`src/out_bank_pkg.sv`:
```
// offsets, field layouts, reset values and driver codes of the output banks
package out_bank_pkg;
	localparam int unsigned PAIRS = 4;
	localparam int unsigned KIND_W = 3;

	localparam logic [3:0] OFS_A_TERM_POL = 4'h2;
	localparam logic [3:0] OFS_A_MODE_HI = 4'h3;
	localparam logic [3:0] OFS_A_MODE_LO = 4'h4;
	localparam logic [3:0] OFS_A_OFF = 4'h5;
	localparam logic [3:0] OFS_B_TERM = 4'h6;
	localparam logic [3:0] OFS_B_MODE_HI = 4'h7;
	localparam logic [3:0] OFS_B_MODE_LO = 4'h8;
	localparam logic [3:0] OFS_B_OFF = 4'h9;

	// field positions within an 8-bit register
	localparam int unsigned TERM_BIT = 4;
	localparam int unsigned POL_LSB = 0;
	localparam int unsigned MODE_HI_LSB = 3;
	localparam int unsigned MODE_LO_LSB = 0;
	localparam int unsigned OFF_LSB = 4;

	typedef enum logic [2:0] {
		KIND_HIZ = 3'h0,
		KIND_LVPECL = 3'h1,
		KIND_LVDS = 3'h2,
		KIND_LVCMOS = 3'h3,
		KIND_HCSL = 3'h4,
		KIND_CML400 = 3'h5,
		KIND_CML800 = 3'h6,
		KIND_RSVD = 3'h7
	} driver_kind_e;

	localparam logic [11:0] RST_MODES = {4{KIND_LVDS}};
	localparam logic [3:0] RST_POL = 4'h0;
	localparam logic [3:0] RST_OFF = 4'h0;
	localparam logic RST_TERM = 1'b0;
	localparam logic [7:0] RST_RDATA = 8'h00;
endpackage

```
`src/out_bank_drive.sv`:
```
// resolves one bank's stored settings into the driver configuration
`timescale 1ns/1ps
module out_bank_drive #(
	parameter bit HAS_CMOS = 1'b1
) (
	input wire logic sys_clk,
	input wire logic rst,
	input wire logic [11:0] mode,
	input wire logic [3:0] off,
	input wire logic [3:0] pol,
	input wire logic sync_disable,
	output logic [11:0] drv_kind,
	output logic [3:0] pair_on,
	output logic [3:0] in_phase
);
	typedef struct packed {
		logic [11:0] kind;
		logic [3:0] on;
		logic [3:0] phase;
	} state_s;

	state_s state_reg;
	state_s state_next;

	always_comb begin
		logic [2:0] k;
		logic bad;
		k = 3'h0;
		bad = 1'b0;
		state_next = state_reg;
		for (int m = 0; m < 4; m++) begin
			k = mode[3*m +: 3];
			// reserved codes leave the pair quiet
			bad = (k == out_bank_pkg::KIND_RSVD) ||
				(!HAS_CMOS && k == out_bank_pkg::KIND_LVCMOS);
			// bank disable forces high impedance over any mode and off setting
			if (sync_disable || off[m] || bad) begin
				state_next.kind[3*m +: 3] = out_bank_pkg::KIND_HIZ;
				state_next.on[m] = 1'b0;
			end else begin
				state_next.kind[3*m +: 3] = k;
				state_next.on[m] = (k != out_bank_pkg::KIND_HIZ);
			end
			state_next.phase[m] = HAS_CMOS && pol[m] &&
				(k == out_bank_pkg::KIND_LVCMOS);
		end
	end

	always_ff @(posedge sys_clk or posedge rst) begin
		if (rst) begin
			state_reg <= '{kind: out_bank_pkg::RST_MODES, on: 4'hF,
				phase: 4'h0};
		end else begin
			state_reg <= state_next;
		end
	end

	assign drv_kind = state_reg.kind;
	assign pair_on = state_reg.on;
	assign in_phase = state_reg.phase;
endmodule // out_bank_drive

```
`src/out_bank_regs.sv`:
```
// per-pair output configuration registers for both clock output banks
// How it works
// - codes 0 hi-z, 1 LVPECL, 2 LVDS, 3 LVCMOS, 4 HCSL, 5/6 CML, 7 rsvd
// - every pair's mode comes out of reset as code two, LVDS
// - first bank polarity bit: 0 inverted, 1 in phase, LVCMOS only, resets 0
// - each bank has an HCSL termination indicator, resets to zero
// - first bank pair off bit: 1 powers pair down, resets 0
// - second bank pair off bit: 1 powers pair down, resets 0
// - first bank at offsets 2..5: term/polarity, modes hi, modes lo, offs
// - second bank at offsets 6..9, same layout, polarity slots reserved
// - bank sync disable forces all pair drivers hi-z and off, else pairs follow off bits
`timescale 1ns/1ps
module out_bank_regs (
	input wire logic sys_clk,
	input wire logic rst,
	input wire logic [3:0] reg_addr,
	input wire logic [7:0] reg_wdata,
	input wire logic reg_wr,
	input wire logic reg_rd,
	output logic [7:0] reg_rdata,
	input wire logic first_bank_sync_disable,
	input wire logic second_bank_sync_disable,
	output logic [11:0] first_bank_pair_driver_kind,
	output logic [3:0] first_bank_pair_on,
	output logic [3:0] first_bank_pair_polarity,
	output logic first_bank_termination,
	output logic [11:0] second_bank_pair_driver_kind,
	output logic [3:0] second_bank_pair_on,
	output logic second_bank_termination
);
	typedef struct packed {
		logic term_a;
		logic [3:0] pol_a;
		logic [11:0] mode_a;
		logic [3:0] off_a;
		logic term_b;
		logic [11:0] mode_b;
		logic [3:0] off_b;
		logic [7:0] rdata;
	} state_s;

	state_s state_reg;
	state_s state_next;

	// write path and registered read-back
	always_comb begin
		state_next = state_reg;
		if (reg_wr) begin
			if (reg_addr == out_bank_pkg::OFS_A_TERM_POL) begin
				state_next.term_a = reg_wdata[out_bank_pkg::TERM_BIT];
				state_next.pol_a = reg_wdata[out_bank_pkg::POL_LSB +: 4];
			end else if (reg_addr == out_bank_pkg::OFS_A_MODE_HI) begin
				state_next.mode_a[11:6] =
					reg_wdata[out_bank_pkg::MODE_LO_LSB +: 6];
			end else if (reg_addr == out_bank_pkg::OFS_A_MODE_LO) begin
				state_next.mode_a[5:0] =
					reg_wdata[out_bank_pkg::MODE_LO_LSB +: 6];
			end else if (reg_addr == out_bank_pkg::OFS_A_OFF) begin
				state_next.off_a = reg_wdata[out_bank_pkg::OFF_LSB +: 4];
			end else if (reg_addr == out_bank_pkg::OFS_B_TERM) begin
				state_next.term_b = reg_wdata[out_bank_pkg::TERM_BIT];
			end else if (reg_addr == out_bank_pkg::OFS_B_MODE_HI) begin
				state_next.mode_b[11:6] =
					reg_wdata[out_bank_pkg::MODE_LO_LSB +: 6];
			end else if (reg_addr == out_bank_pkg::OFS_B_MODE_LO) begin
				state_next.mode_b[5:0] =
					reg_wdata[out_bank_pkg::MODE_LO_LSB +: 6];
			end else if (reg_addr == out_bank_pkg::OFS_B_OFF) begin
				state_next.off_b = reg_wdata[out_bank_pkg::OFF_LSB +: 4];
			end
		end
		if (reg_rd) begin
			// reserved positions read as zero
			if (reg_addr == out_bank_pkg::OFS_A_TERM_POL) begin
				state_next.rdata = {3'h0, state_reg.term_a, state_reg.pol_a};
			end else if (reg_addr == out_bank_pkg::OFS_A_MODE_HI) begin
				state_next.rdata = {2'h0, state_reg.mode_a[11:6]};
			end else if (reg_addr == out_bank_pkg::OFS_A_MODE_LO) begin
				state_next.rdata = {2'h0, state_reg.mode_a[5:0]};
			end else if (reg_addr == out_bank_pkg::OFS_A_OFF) begin
				state_next.rdata = {state_reg.off_a, 4'h0};
			end else if (reg_addr == out_bank_pkg::OFS_B_TERM) begin
				state_next.rdata = {3'h0, state_reg.term_b, 4'h0};
			end else if (reg_addr == out_bank_pkg::OFS_B_MODE_HI) begin
				state_next.rdata = {2'h0, state_reg.mode_b[11:6]};
			end else if (reg_addr == out_bank_pkg::OFS_B_MODE_LO) begin
				state_next.rdata = {2'h0, state_reg.mode_b[5:0]};
			end else if (reg_addr == out_bank_pkg::OFS_B_OFF) begin
				state_next.rdata = {state_reg.off_b, 4'h0};
			end else begin
				state_next.rdata = out_bank_pkg::RST_RDATA;
			end
		end
	end

	always_ff @(posedge sys_clk or posedge rst) begin
		if (rst) begin
			state_reg <= '{term_a: out_bank_pkg::RST_TERM,
				pol_a: out_bank_pkg::RST_POL,
				mode_a: out_bank_pkg::RST_MODES,
				off_a: out_bank_pkg::RST_OFF,
				term_b: out_bank_pkg::RST_TERM,
				mode_b: out_bank_pkg::RST_MODES,
				off_b: out_bank_pkg::RST_OFF,
				rdata: out_bank_pkg::RST_RDATA};
		end else begin
			state_reg <= state_next;
		end
	end

	assign reg_rdata = state_reg.rdata;
	assign first_bank_termination = state_reg.term_a;
	assign second_bank_termination = state_reg.term_b;

	// pairs re-enabled while the bank is sync-disabled start cleanly
	out_bank_drive #(.HAS_CMOS(1'b1)) bank_a (
		.sys_clk(sys_clk),
		.rst(rst),
		.mode(state_reg.mode_a),
		.off(state_reg.off_a),
		.pol(state_reg.pol_a),
		.sync_disable(first_bank_sync_disable),
		.drv_kind(first_bank_pair_driver_kind),
		.pair_on(first_bank_pair_on),
		.in_phase(first_bank_pair_polarity)
	);

	out_bank_drive #(.HAS_CMOS(1'b0)) bank_b (
		.sys_clk(sys_clk),
		.rst(rst),
		.mode(state_reg.mode_b),
		.off(state_reg.off_b),
		.pol(4'h0),
		.sync_disable(second_bank_sync_disable),
		.drv_kind(second_bank_pair_driver_kind),
		.pair_on(second_bank_pair_on),
		.in_phase()
	);
endmodule // out_bank_regs

```
`config.mk`:
```
export PLATFORM = sky130hd
export DESIGN_NAME = out_bank_regs
export DESIGN_NICKNAME = d
export VERILOG_FILES = /design/src/out_bank_pkg.sv /design/src/out_bank_drive.sv /design/src/out_bank_regs.sv
export SDC_FILE = /design/constraint.sdc
export NUM_CORES = 1
export LEC_CHECK = 0
export BUFFER_PORTS_ARGS = -buffer_cell sky130_fd_sc_hd__buf_2
export CAP_MARGIN = 10
export CORE_ASPECT_RATIO = 1.1
export CORE_MARGIN = 1
export CORE_UTILIZATION = 43
export DETAILED_ROUTE_END_ITERATION = 6
export GPL_TIMING_DRIVEN = 0
export PLACE_DENSITY = 0.67
export RECOVER_POWER = 25
export SYNTH_ARGS = -nofsm -noshare
export SYNTH_HDL_FRONTEND = slang
export SYNTH_SLANG_ARGS = --single-unit
```
`constraint.sdc`:
```
create_clock -name sys_clk -period 2.5 [get_ports sys_clk]
set_input_delay 0.375 -clock sys_clk [delete_from_list [all_inputs] [get_ports sys_clk]]
set_output_delay 0.375 -clock sys_clk [all_outputs]
set_load 0.02 [all_outputs]
```
After elaboration in Yosys (flattened, before gate mapping)
Index checks and enable logic that the tools add are counted.
- register bits: 82
- bits in latches: 0
- RAM bits: 0
- bits in read-only memories: 0
- input port bits: 18
- output and inout bits: 46
- logic and storage cells: 110
- memories kept: 0
- add/subtract/negate cells: 0
- multiply operators: 0
- div/mod/pow operators: 0
- order comparisons: 0
- eq/ne operators: 24
- shift-type cells: 0
- muxes and demuxes: 24
- bitwise logic cells: 7
- reduce and logical (&&, ||, !) cells: 40
- operators with widths (operator ; number):
    8-bit 2-to-1 mux ; 8
    3-bit by 2-bit equality test with 1-bit output (second input constant) ; 8
    3-bit equality test (second input constant) ; 8
    3-bit 2-to-1 mux ; 8
    3-bit nonzero test ; 8
    1-bit logical OR ; 20
    4-bit by 3-bit equality test with 1-bit output (second input constant) ; 4
    9-bit AND reduction ; 1
    4-bit by 2-bit equality test with 1-bit output (second input constant) ; 2
    4-bit equality test (second input constant) ; 2
    1-bit 2-to-1 mux ; 8
    8-bit AND reduction ; 1
    1-bit NOT ; 7
    7-bit AND reduction ; 1
    6-bit AND reduction ; 1
    5-bit AND reduction ; 1
    1-bit logical AND ; 4
    4-bit AND reduction ; 1
    3-bit AND reduction ; 1
    2-bit AND reduction ; 1

Depth between registers and ports, before layout
Gate-level depths: netlist (run 1).
- depth in word-level cells: 9
- gate-level depth with buffers: 6
- depth with buffers taken out: 4

Cells and area by module
Synthesis (run 1) repeated with hierarchy kept, for this count alone.
- cell total of the unflattened synthesis: 295
- area, all modules: 3642.2 µm²
- modules (own cells, without submodules) (module ; times used ; cells an instance ; area each (µm²) ; seq. area each (µm²)):
    out_bank_regs ; 1 ; 187 ; 2259.7 ; 1161.1
    out_bank_drive (bank_a) ; 1 ; 65 ; 750.7 ; 510.5
    out_bank_drive (bank_b) ; 1 ; 43 ; 631.9 ; 410.4

Worst setup path after synthesis (run 1)
No wires, ideal clock.
- path type: input to register
- start point: input reg_addr[2]
- end point: register state_reg[18] (netlist bit)
- library setup time: 0.125 ns
- arrival: 1.476 ns
- path slack: 0.899 ns
- stages on the path: 6
- buffers on the path: 2
- cells stage by stage: buf_4 nor2b_1 buf_4 nand2_2 nor3_4 mux2_2
- cells in the longest elaborated chain, start to end: 3
- elaborated cells between the ends (all ways): 12
- RTL lines (element ; line ; RTL):
    from (decl) ; out_bank_regs.sv:16 ; input wire logic [3:0] reg_addr,
    4-bit by 3-bit equality test with 1-bit output, or another cell as far along ; out_bank_regs.sv:60 ; end else if (reg_addr == out_bank_pkg::OFS_B_TERM) begin
    1-bit NOT (no line) ; - ;
    7-bit AND reduction (no line) (*) ; - ;
    to (signal assigned) ; out_bank_regs.sv:98 ; state_reg <= '{term_a: out_bank_pkg::RST_TERM,
    to (signal assigned) ; out_bank_regs.sv:107 ; state_reg <= state_next;
    to (decl) ; out_bank_regs.sv:42 ; state_s state_reg;
Every way passes the cells marked *; elsewhere a longest branch is shown, timed or not.
A chain may end at the register's enable or synchronous reset.

Worst setup path in the final report (run 1)
- start point: input reg_addr[2]
- end point: register state_reg[20] (netlist bit)
The elaborated chain is that of the path after synthesis.

==> impl_metrics.yaml, run 1 <==
clocking:
  cts_resized: 0
  cts_buffer_depth: 2
  post_cts_buffers: 0
  clk_latency_ns: 0.35
  cts.sinks: 82
  clkTransAtPathRegs_ns: 0.07
  htree_levels: 3
  cts_root_buf: "clkbuf_8"
  cts_buffers: 9
  tritoncts: "done"
power_and_ir_drop:
  clock_power_share: 0.249
  intPower_mw: 2.30
  p_sw_mw: 1.03
  p_leak_nw: 1.90
  vdd_drop_max_mv: 0.339
  pwr-share-seq: 0.549
  switching_share: 0.310
  pwr_density_cell_mw_per_mm2: 810
  p_comb_frac: 0.202
logic_synthesis:
  synth_top_area_frac: 0.418
  synth_top_cell_by_area: "dfrtp_1"
  postSynthCellCount: 273
  ys_types: 37
  async_flop_share: 1.00
  avgSynthCellArea_sq_um: 12.7
  synth_ff_type: "dfrtp_1"
  syn_nets: 291
  ys_ff_latch: 82
  synth_area_leaders: "dfrtp_1 42%, dfstp_2 18%, mux2_2 14%, a21oi_1 2.6%, and3_1 2.2%"
  synth_warnings: 0
  syn_area_sq_mm: 0.00347
  synth_edf_count: 0
  seq_area_frac_synth: 0.600
routing:
  wl_per_cell_microns: 15.8
  vias: 2461
  viasPerCell: 5.35
  firstDrtPassIters: 7
  drc: 2
  initialDrtViolationCount: 88
  drtAntennaViolNets: 0
  routed_wl_mm: 7.28
critical_path:
  end_kind: "flop"
  reg2reg_depth: 4
  max_stage_delay_ns: 0.39
  path_class: "input port to flop"
  r2r-start: "state_reg[22]"
  critPathLaunchType: "input port"
  critPathTopFamily: "buffers and inverters"
  r2r_end: "reg_rdata[4]"
  path_cells: "buf_2 -> buf_4 -> nor2b_1 -> clkbuf_1 -> nand2_2 -> nor3_4 -> mux2_2"
  critical_path_buf_inv_count: 3
  cpMaxStageDelayCell: "clkbuf_1"
  worstPathRequired_ns: 2.74
  cp.arrival_ns: 2.04
  reg2reg_slack_ns: 1.08
  crit_path_max_fanout: 10
placement:
  port_buffers: 61
  dp_cells: 443
  gp_congestion: 0.942
  placed_cell_area_sq_mm: 0.00394
  hpwl_mm: 5.28
sta:
  timing.final.crit_period_ns: 1.80
  tns_ns: 0
  grt_setup_unrepaired: "false"
  final-hold-violation-count: 0
  worstMarginPinSlew_ns: 0.688
  setup-violations-final: 0
  fin_skew_ns: 0.00676
  slew_headroom: 0.539
  report.final.slew_viol_count: 0
  hold_ws_ns: 0.241
  min_period_over_period: 0.722
  fmax_ghz: 0.554
layout:
  drive_gt1_frac: 0.412
  layout.cells.non_filler: 460
  antennaDiodeCount: 0
  final_area_sq_mm: 0.00411
  area_delta_synth_final_pct: 18.4
  nets: 365
  largest_reg_flops: 36
global_route:
  antenna_found_initial: 0
  grt_max_degree: 70
  grt_overflow: 0
  grt_pass1_vias: 2312
  grt_use_total: 0.189
  grt_pass1_wl_mm: 11.6
die:
  pin_count: 64
  start_util: 0.441
  chipWidth_microns: 87.7
  rows: 34
  die_area_sq_mm: 0.00844
  core_area_sq_mm: 0.00787
  die_h_microns: 96.2
min_path:
  hold_start: "first_bank_sync_disable"
  hold_end: "bank_a.pair_on[1]"
  min_path_type: "input port to flop"
  hold_depth: 2
job:
  maxCapViolations: 0
outcome:
  outcome: "finished, violations left"
  violations: "DRC"
-- layer usage --
layer,part of all wire,track usage,vias to the layer above
li1,-,-,1148
met1,0.46,0.244,1219
met2,0.47,0.299,77
met3,0.040,0.0455,17
met4,0.023,0.0888,0
met5,0,0,-
-- worst register-to-register path: stages (launching register included) --
cell and delay, ns:
dfstp_1 0.43, mux2_2 0.30, o221a_2 0.24, o22ai_1 0.23, a21oi_1 0.10
-- power by group through the flow --
stage / clock network (mW) / logic [mW] / registers (mW)
after floorplan: 0 / 0.359 / 1.93
after global placement: 0 / 0.655 / 1.85
after detailed placement: 0 / 0.677 / 1.86
after CTS: 0.846 / 0.681 / 1.84
after global routing: 0.897 / 0.739 / 1.87
final: 0.830 / 0.671 / 1.83
-- cell usage after synthesis (5+ instances only) --
master	count
dfrtp_1	58
nor3_1	6
a21oi_1	18
and3_1	12
a22o_1	5
nor4b_1	8
nand3_1	6
dfstp_2	24
mux2_2	42
nand2_1	20
nor2_1	18
-- repair_timing --
item                       in CTS  in global routing
hold endpoints to repair        6                  0
hold buffers                    1                  0
setup endpoints to repair       0                  0
-- kinds of logic after synthesis --
| logic type | after synthesis | share of synthesized area |
|---|---|---|
| AO/OA/AOI/OAI | 41 | 0.0829 |
| buffers and inverters | 12 | 0.0177 |
| flip-flops | 82 | 0.600 |
| multiplexers | 46 | 0.148 |
| AND/OR/NAND/NOR | 92 | 0.152 |
-- cell type report --
type / instances / area (sq um)
Buffer: 8 / 42.5
Clock buffer: 13 / 149
Clock inverter: 3 / 15.0
Fill cell: 724 / 3760
Inverter: 4 / 16.3
Multi-Input combinational cell: 179 / 1330
Sequential cell: 82 / 2080
Tap cell: 108 / 135
Timing Repair Buffer: 63 / 342
-- placed cells by master (no fill, tap or decap), types with 5 or more instances in the layout --
master    Yosys  final
nor4b_1       8      8
nand2_1      20     20
clkbuf_1      2      7
dfstp_1       0      8
dfrtp_1      58     58
and3_1       12     12
mux2_2       42     42
a21oi_1      18     18
nor2_1       18     18
dfstp_2      24     16
nand3_1       6      6
clkbuf_8      0     10
buf_2         1     61
nor3_1        6      6
a22o_1        5      5
-- how the worst max path moves through the flow --
stage                     slack (ns)  cells after the start                endpoint   startpoint
final                           0.70                      7           state_reg[20]  reg_addr[2]
after global routing            0.57                      7           state_reg[23]  reg_addr[2]
after CTS                       0.93                      6  first_bank_termination  reg_addr[2]
after detailed placement        0.55                      6           state_reg[44]  reg_addr[2]
after global placement         -0.77                      2      bank_a.in_phase[3]          rst
after floorplan                 0.06                      1      bank_a.drv_kind[0]          rst
-- metrics by stage --
stage	util	power [mW]	worst slack [ns]
final	0.522	3.33	0.696
after CTS	0.523	3.37	0.928
after global placement	0.497	2.51	-0.766
after floorplan	-	2.28	0.0563
after detailed placement	0.501	2.54	0.554
after global routing	0.522	3.51	0.570
Power figures use the tool's default switching activity.
==> run 2: changes to the inputs <==
- clock period: 2.5 -> 1.6 ns (I/O delays scaled with it)
==> impl_metrics.yaml, run 2 (synthesized netlist as in run 1, its figures left out) <==
layout:
  drive_gt1_frac: 0.442
  antennaDiodeCount: 0
  area_delta_synth_final_pct: 18.0
  final_cell_mix: "61 x buf_2, 58 x dfrtp_1, 42 x mux2_2"
  largest_reg_flops: 36
  layout.cells.non_filler: 459
  final_common_cell: "buf_2"
  post-route-util: 0.520
  nets: 364
sta:
  layout_setup_ws_ns: 0.173
  tns_ns: 0
  worstMarginPinSlew_ns: 0.792
  slew_headroom: 0.471
  final-hold-violation-count: 0
  timing.final.crit_period_ns: 1.43
  min_period_over_period: 0.892
  fin_skew_ns: 0.00411
  fmax_ghz: 0.701
  grt_setup_unrepaired: "false"
  setup-violations-final: 0
  report.final.slew_viol_count: 0
critical_path:
  endpoint: "state_reg[41]"
  cp.arrival_ns: 1.67
  end_kind: "flop"
  crit_path_max_fanout: 10
  r2r-start: "state_reg[22]"
  startpoint: "reg_addr[2]"
  reg2reg_slack_ns: 0.22
  reg2reg_depth: 4
  critPathLaunchType: "input port"
  r2r_end: "reg_rdata[4]"
  path_class: "input port to flop"
  worstPathRequired_ns: 1.84
global_route:
  grt_overflow: 0
  grt_use_total: 0.190
  grt_max_degree: 45
  met3_usage: 0.0446
  grtUsageMet1: 0.255
  antenna_found_initial: 0
  grt_pass1_vias: 2234
  grtUsageMet2: 0.292
  top_usage_layer: "met2"
  grt_pass1_wl_mm: 11.6
power_and_ir_drop:
  pwr-share-seq: 0.546
  p_comb_frac: 0.197
  intPower_mw: 3.64
  pwr_density_cell_mw_per_mm2: 1280
  p_leak_nw: 1.90
  p_sw_mw: 1.61
  switching_share: 0.307
  clock_power_share: 0.257
  vdd_drop_max_mv: 0.520
die:
  core_area_sq_mm: 0.00787
  die_h_microns: 96.2
  rows: 34
  die_area_sq_mm: 0.00844
  chipWidth_microns: 87.7
  start_util: 0.441
  pin_count: 64
placement:
  pre_cts_slack_ns: -0.199
  hpwl_mm: 5.21
  dp_cells: 443
  gp_congestion: 0.937
  port_buffers: 61
min_path:
  min_path_type: "input port to asynchronous set/reset pin"
clocking:
  clkTransAtPathRegs_ns: 0.08
  cts.sinks: 82
  tritoncts: "done"
  cts_hold_buf: 0
  cts_root_buf: "clkbuf_8"
  clk_latency_ns: 0.36
  cts_buffers: 9
  cts_resized: 0
  htree_levels: 3
  cts_buffer_depth: 2
  post_cts_buffers: 0
routing:
  vias: 2443
  viasPerCell: 5.32
  firstDrtPassIters: 4
  drtAntennaViolNets: 0
  drc: 0
  routed_wl_mm: 7.13
  wl_per_cell_microns: 15.5
  initialDrtViolationCount: 94
outcome:
  outcome: "finished clean"
job:
  maxCapViolations: 0
==> run 2: cell count changes in the layout (fill, tap and decap cells not counted), sizes merged <==
cell | before | now
dlygate4sd3 | 1 | 0
==> run 2: per-stage QoR <==
| step | hold WS [ns] | cell area (sq um) | power [mW] |
|---|---|---|---|
| after floorplan | 0.277 | 3470 | 3.57 |
| after global placement | 0.474 | 3920 | 3.92 |
| after detailed placement | 0.439 | 3940 | 3.96 |
| after CTS | 0.0526 | 4110 | 5.30 |
| after global routing | 0.0838 | 4100 | 5.56 |
| final | 0.00617 | 4100 | 5.25 |
==> run 2: critical path, cell delays in order <==
cell,delay (ns)
buf_2,0.12
buf_4,0.18
nor3b_4,0.26
and3_1,0.19
clkbuf_1,0.30
mux2_2,0.38
==> run 2: area by class of cell <==
class	count	area, sq um
inverter	4	18.8
clock inverter	3	15.0
buffer	8	46.3
tap	108	135
timing repair buffer	62	312
sequential	82	2080
clock buffer	13	159
fill	719	3770
multi-input combinational	179	1330
==> run 2: worst min path at each step <==
stage	slack, ns	start	endpoint	depth (start not counted)
2_1_floorplan	0.28	first_bank_sync_disable	bank_a.pair_on[1]	1
4_1_cts	0.05	rst	bank_b.drv_kind[8]	2
6_report	0.006	rst	bank_b.drv_kind[0]	2
3_3_place_gp	0.47	state_reg[26]	bank_a.pair_on[1]	1
3_5_place_dp	0.44	rst	bank_b.drv_kind[8]	2
5_1_grt	0.08	rst	bank_b.drv_kind[0]	2
==> run 2: power by group through the flow <==
stage	registers (mW)	logic [mW]	clock network, mW
floorplan	3.01	0.562	0
global placement	2.89	1.03	0
detailed placement	2.91	1.05	0
CTS	2.87	1.05	1.37
global route	2.95	1.15	1.47
finish	2.87	1.03	1.35
==> run 2: metal layers <==
layer  up-vias  wire, microns
li1       1151              -
met1      1215           3200
met2        66           3480
met3        11            337
met4         0            111
met5         -              0
==> run 3: changes to the inputs <==
- CORE_UTILIZATION: 43 -> 50
- PLACE_DENSITY: 0.67 -> 0.76
- SKIP_LAST_GASP: not set -> 1
==> impl_metrics.yaml, run 3 (synthesized netlist as in run 1, its figures left out) <==
job:
  maxCapViolations: 0
sta:
  setup-violations-final: 0
  worstMarginPinSlew_ns: 0.861
  min_period_over_period: 0.896
  hold_ws_ns: 0.0423
  final-hold-violation-count: 0
  slew_headroom: 0.425
  fmax_ghz: 0.697
  report.final.slew_viol_count: 0
  timing.final.crit_period_ns: 1.43
  fin_skew_ns: 0.00523
  layout_setup_ws_ns: 0.166
  grt_setup_unrepaired: "false"
routing:
  drc: 0
  vias: 2460
  initialDrtViolationCount: 208
  viasPerCell: 5.68
  wl_per_cell_microns: 16.9
  firstDrtPassIters: 4
  routed_wl_mm: 7.33
  drtAntennaViolNets: 0
critical_path:
  crit_path_max_fanout: 10
  critPathLaunchType: "input port"
  end_kind: "flop"
  worstPathRequired_ns: 1.84
  path_class: "input port to flop"
  cp.arrival_ns: 1.67
layout:
  layout.cells.non_filler: 433
  multi_input_area_sq_mm: 0.00133
  regArea_sq_mm: 0.00208
  antennaDiodeCount: 0
  largest_reg_flops: 36
  area_delta_synth_final_pct: 19.7
  final_cell_mix: "61 x buf_2, 58 x dfrtp_1, 42 x mux2_2"
  drive_gt1_frac: 0.444
  fillerInstances: 517
  nets: 364
  final_common_cell: "buf_2"
  post-route-util: 0.626
clocking:
  cts.sinks: 82
  htree_levels: 3
  cts_hold_buf: 0
  post_cts_buffers: 0
  cts_resized: 0
  clkTransAtPathRegs_ns: 0.08
  cts_buffers: 9
  clk_latency_ns: 0.35
  cts_root_buf: "clkbuf_8"
  cts_buffer_depth: 2
  tritoncts: "done"
placement:
  gp_congestion: 0.851
  pre_cts_slack_ns: -0.195
  hpwl_mm: 5.24
  port_buffers: 61
  dp_cells: 417
die:
  rows: 31
  start_util: 0.523
  pin_count: 64
  die_area_sq_mm: 0.00728
  die_h_microns: 89.4
  chipWidth_microns: 81.4
  core_area_sq_mm: 0.00663
global_route:
  grt_overflow: 0
  grt_pass1_wl_mm: 11.7
  grt_max_degree: 43
  antenna_found_initial: 0
  grt_pass1_vias: 2359
  grt_use_total: 0.221
min_path:
  min_path_type: "input port to asynchronous set/reset pin"
power_and_ir_drop:
  p_comb_frac: 0.180
  total_power_mw: 5.87
  p_leak_nw: 1.94
  clock_power_share: 0.333
  p_sw_mw: 1.64
  switching_share: 0.280
  pwr_density_cell_mw_per_mm2: 1410
  intPower_mw: 4.23
  pwr-share-seq: 0.488
  vdd_drop_max_mv: 0.908
outcome:
  outcome: "finished clean"
## run 3: worst paths after layout
| check | start | slack [ns] | to | cells after the start |
|---|---|---|---|---|
| setup / recovery | reg_addr[2] | 0.17 | state_reg[23] | 7 |
| hold / removal | rst | 0.04 | bank_b.drv_kind[6] | 2 |
| setup reg to reg | state_reg[22] | 0.21 | reg_rdata[4] | 4 |
| hold reg to reg | state_reg[26] | 0.46 | bank_a.pair_on[1] | 1 |
| max in group asynchronous | rst | 0.47 | state_reg[33] | 3 |
| min in group sys_clk | first_bank_sync_disable | 0.10 | bank_a.pair_on[1] | 2 |
## run 3: area by class of cell
type / count / share of cell area
flip-flops and latches: 82 / 0.501
clock buffers: 11 / 0.0340
well taps: 82 / 0.0247
clock inverters: 5 / 0.0301
plain buffers: 8 / 0.0111
repair buffers: 62 / 0.0750
inverters: 4 / 0.00452
multi-input cells: 179 / 0.319
## run 3: metrics by stage
| step | setup TNS, ns | area (sq um) |
|---|---|---|
| 2_1_floorplan | 0 | 3470 |
| 3_3_place_gp | -4.18 | 3880 |
| 3_5_place_dp | -2.64 | 3900 |
| 4_1_cts | 0 | 4170 |
| 5_1_grt | 0 | 4160 |
| 6_report | 0 | 4160 |
## run 3: power groups by stage
stage	logic, mW	clock network, mW	registers (mW)
floorplan	0.562	0	3.01
global placement	1.02	0	2.88
detailed placement	1.06	0	2.91
CTS	1.07	1.98	2.87
global route	1.15	2.07	2.93
finish	1.05	1.95	2.87
## run 3: layer usage
metal | global-route usage | vias up | share of wire
li1 | - | 1151 | -
met1 | 0.287 | 1210 | 0.43
met2 | 0.345 | 82 | 0.49
met3 | 0.0612 | 17 | 0.051
met4 | 0.101 | 0 | 0.025
met5 | 0 | - | 0
## run 3: critical path: stages
cell and delay (ns):
buf_2 0.10, buf_4 0.19, nor2b_1 0.14, buf_4 0.18, nand2_2 0.11, nor3_4 0.32, mux2_2 0.38
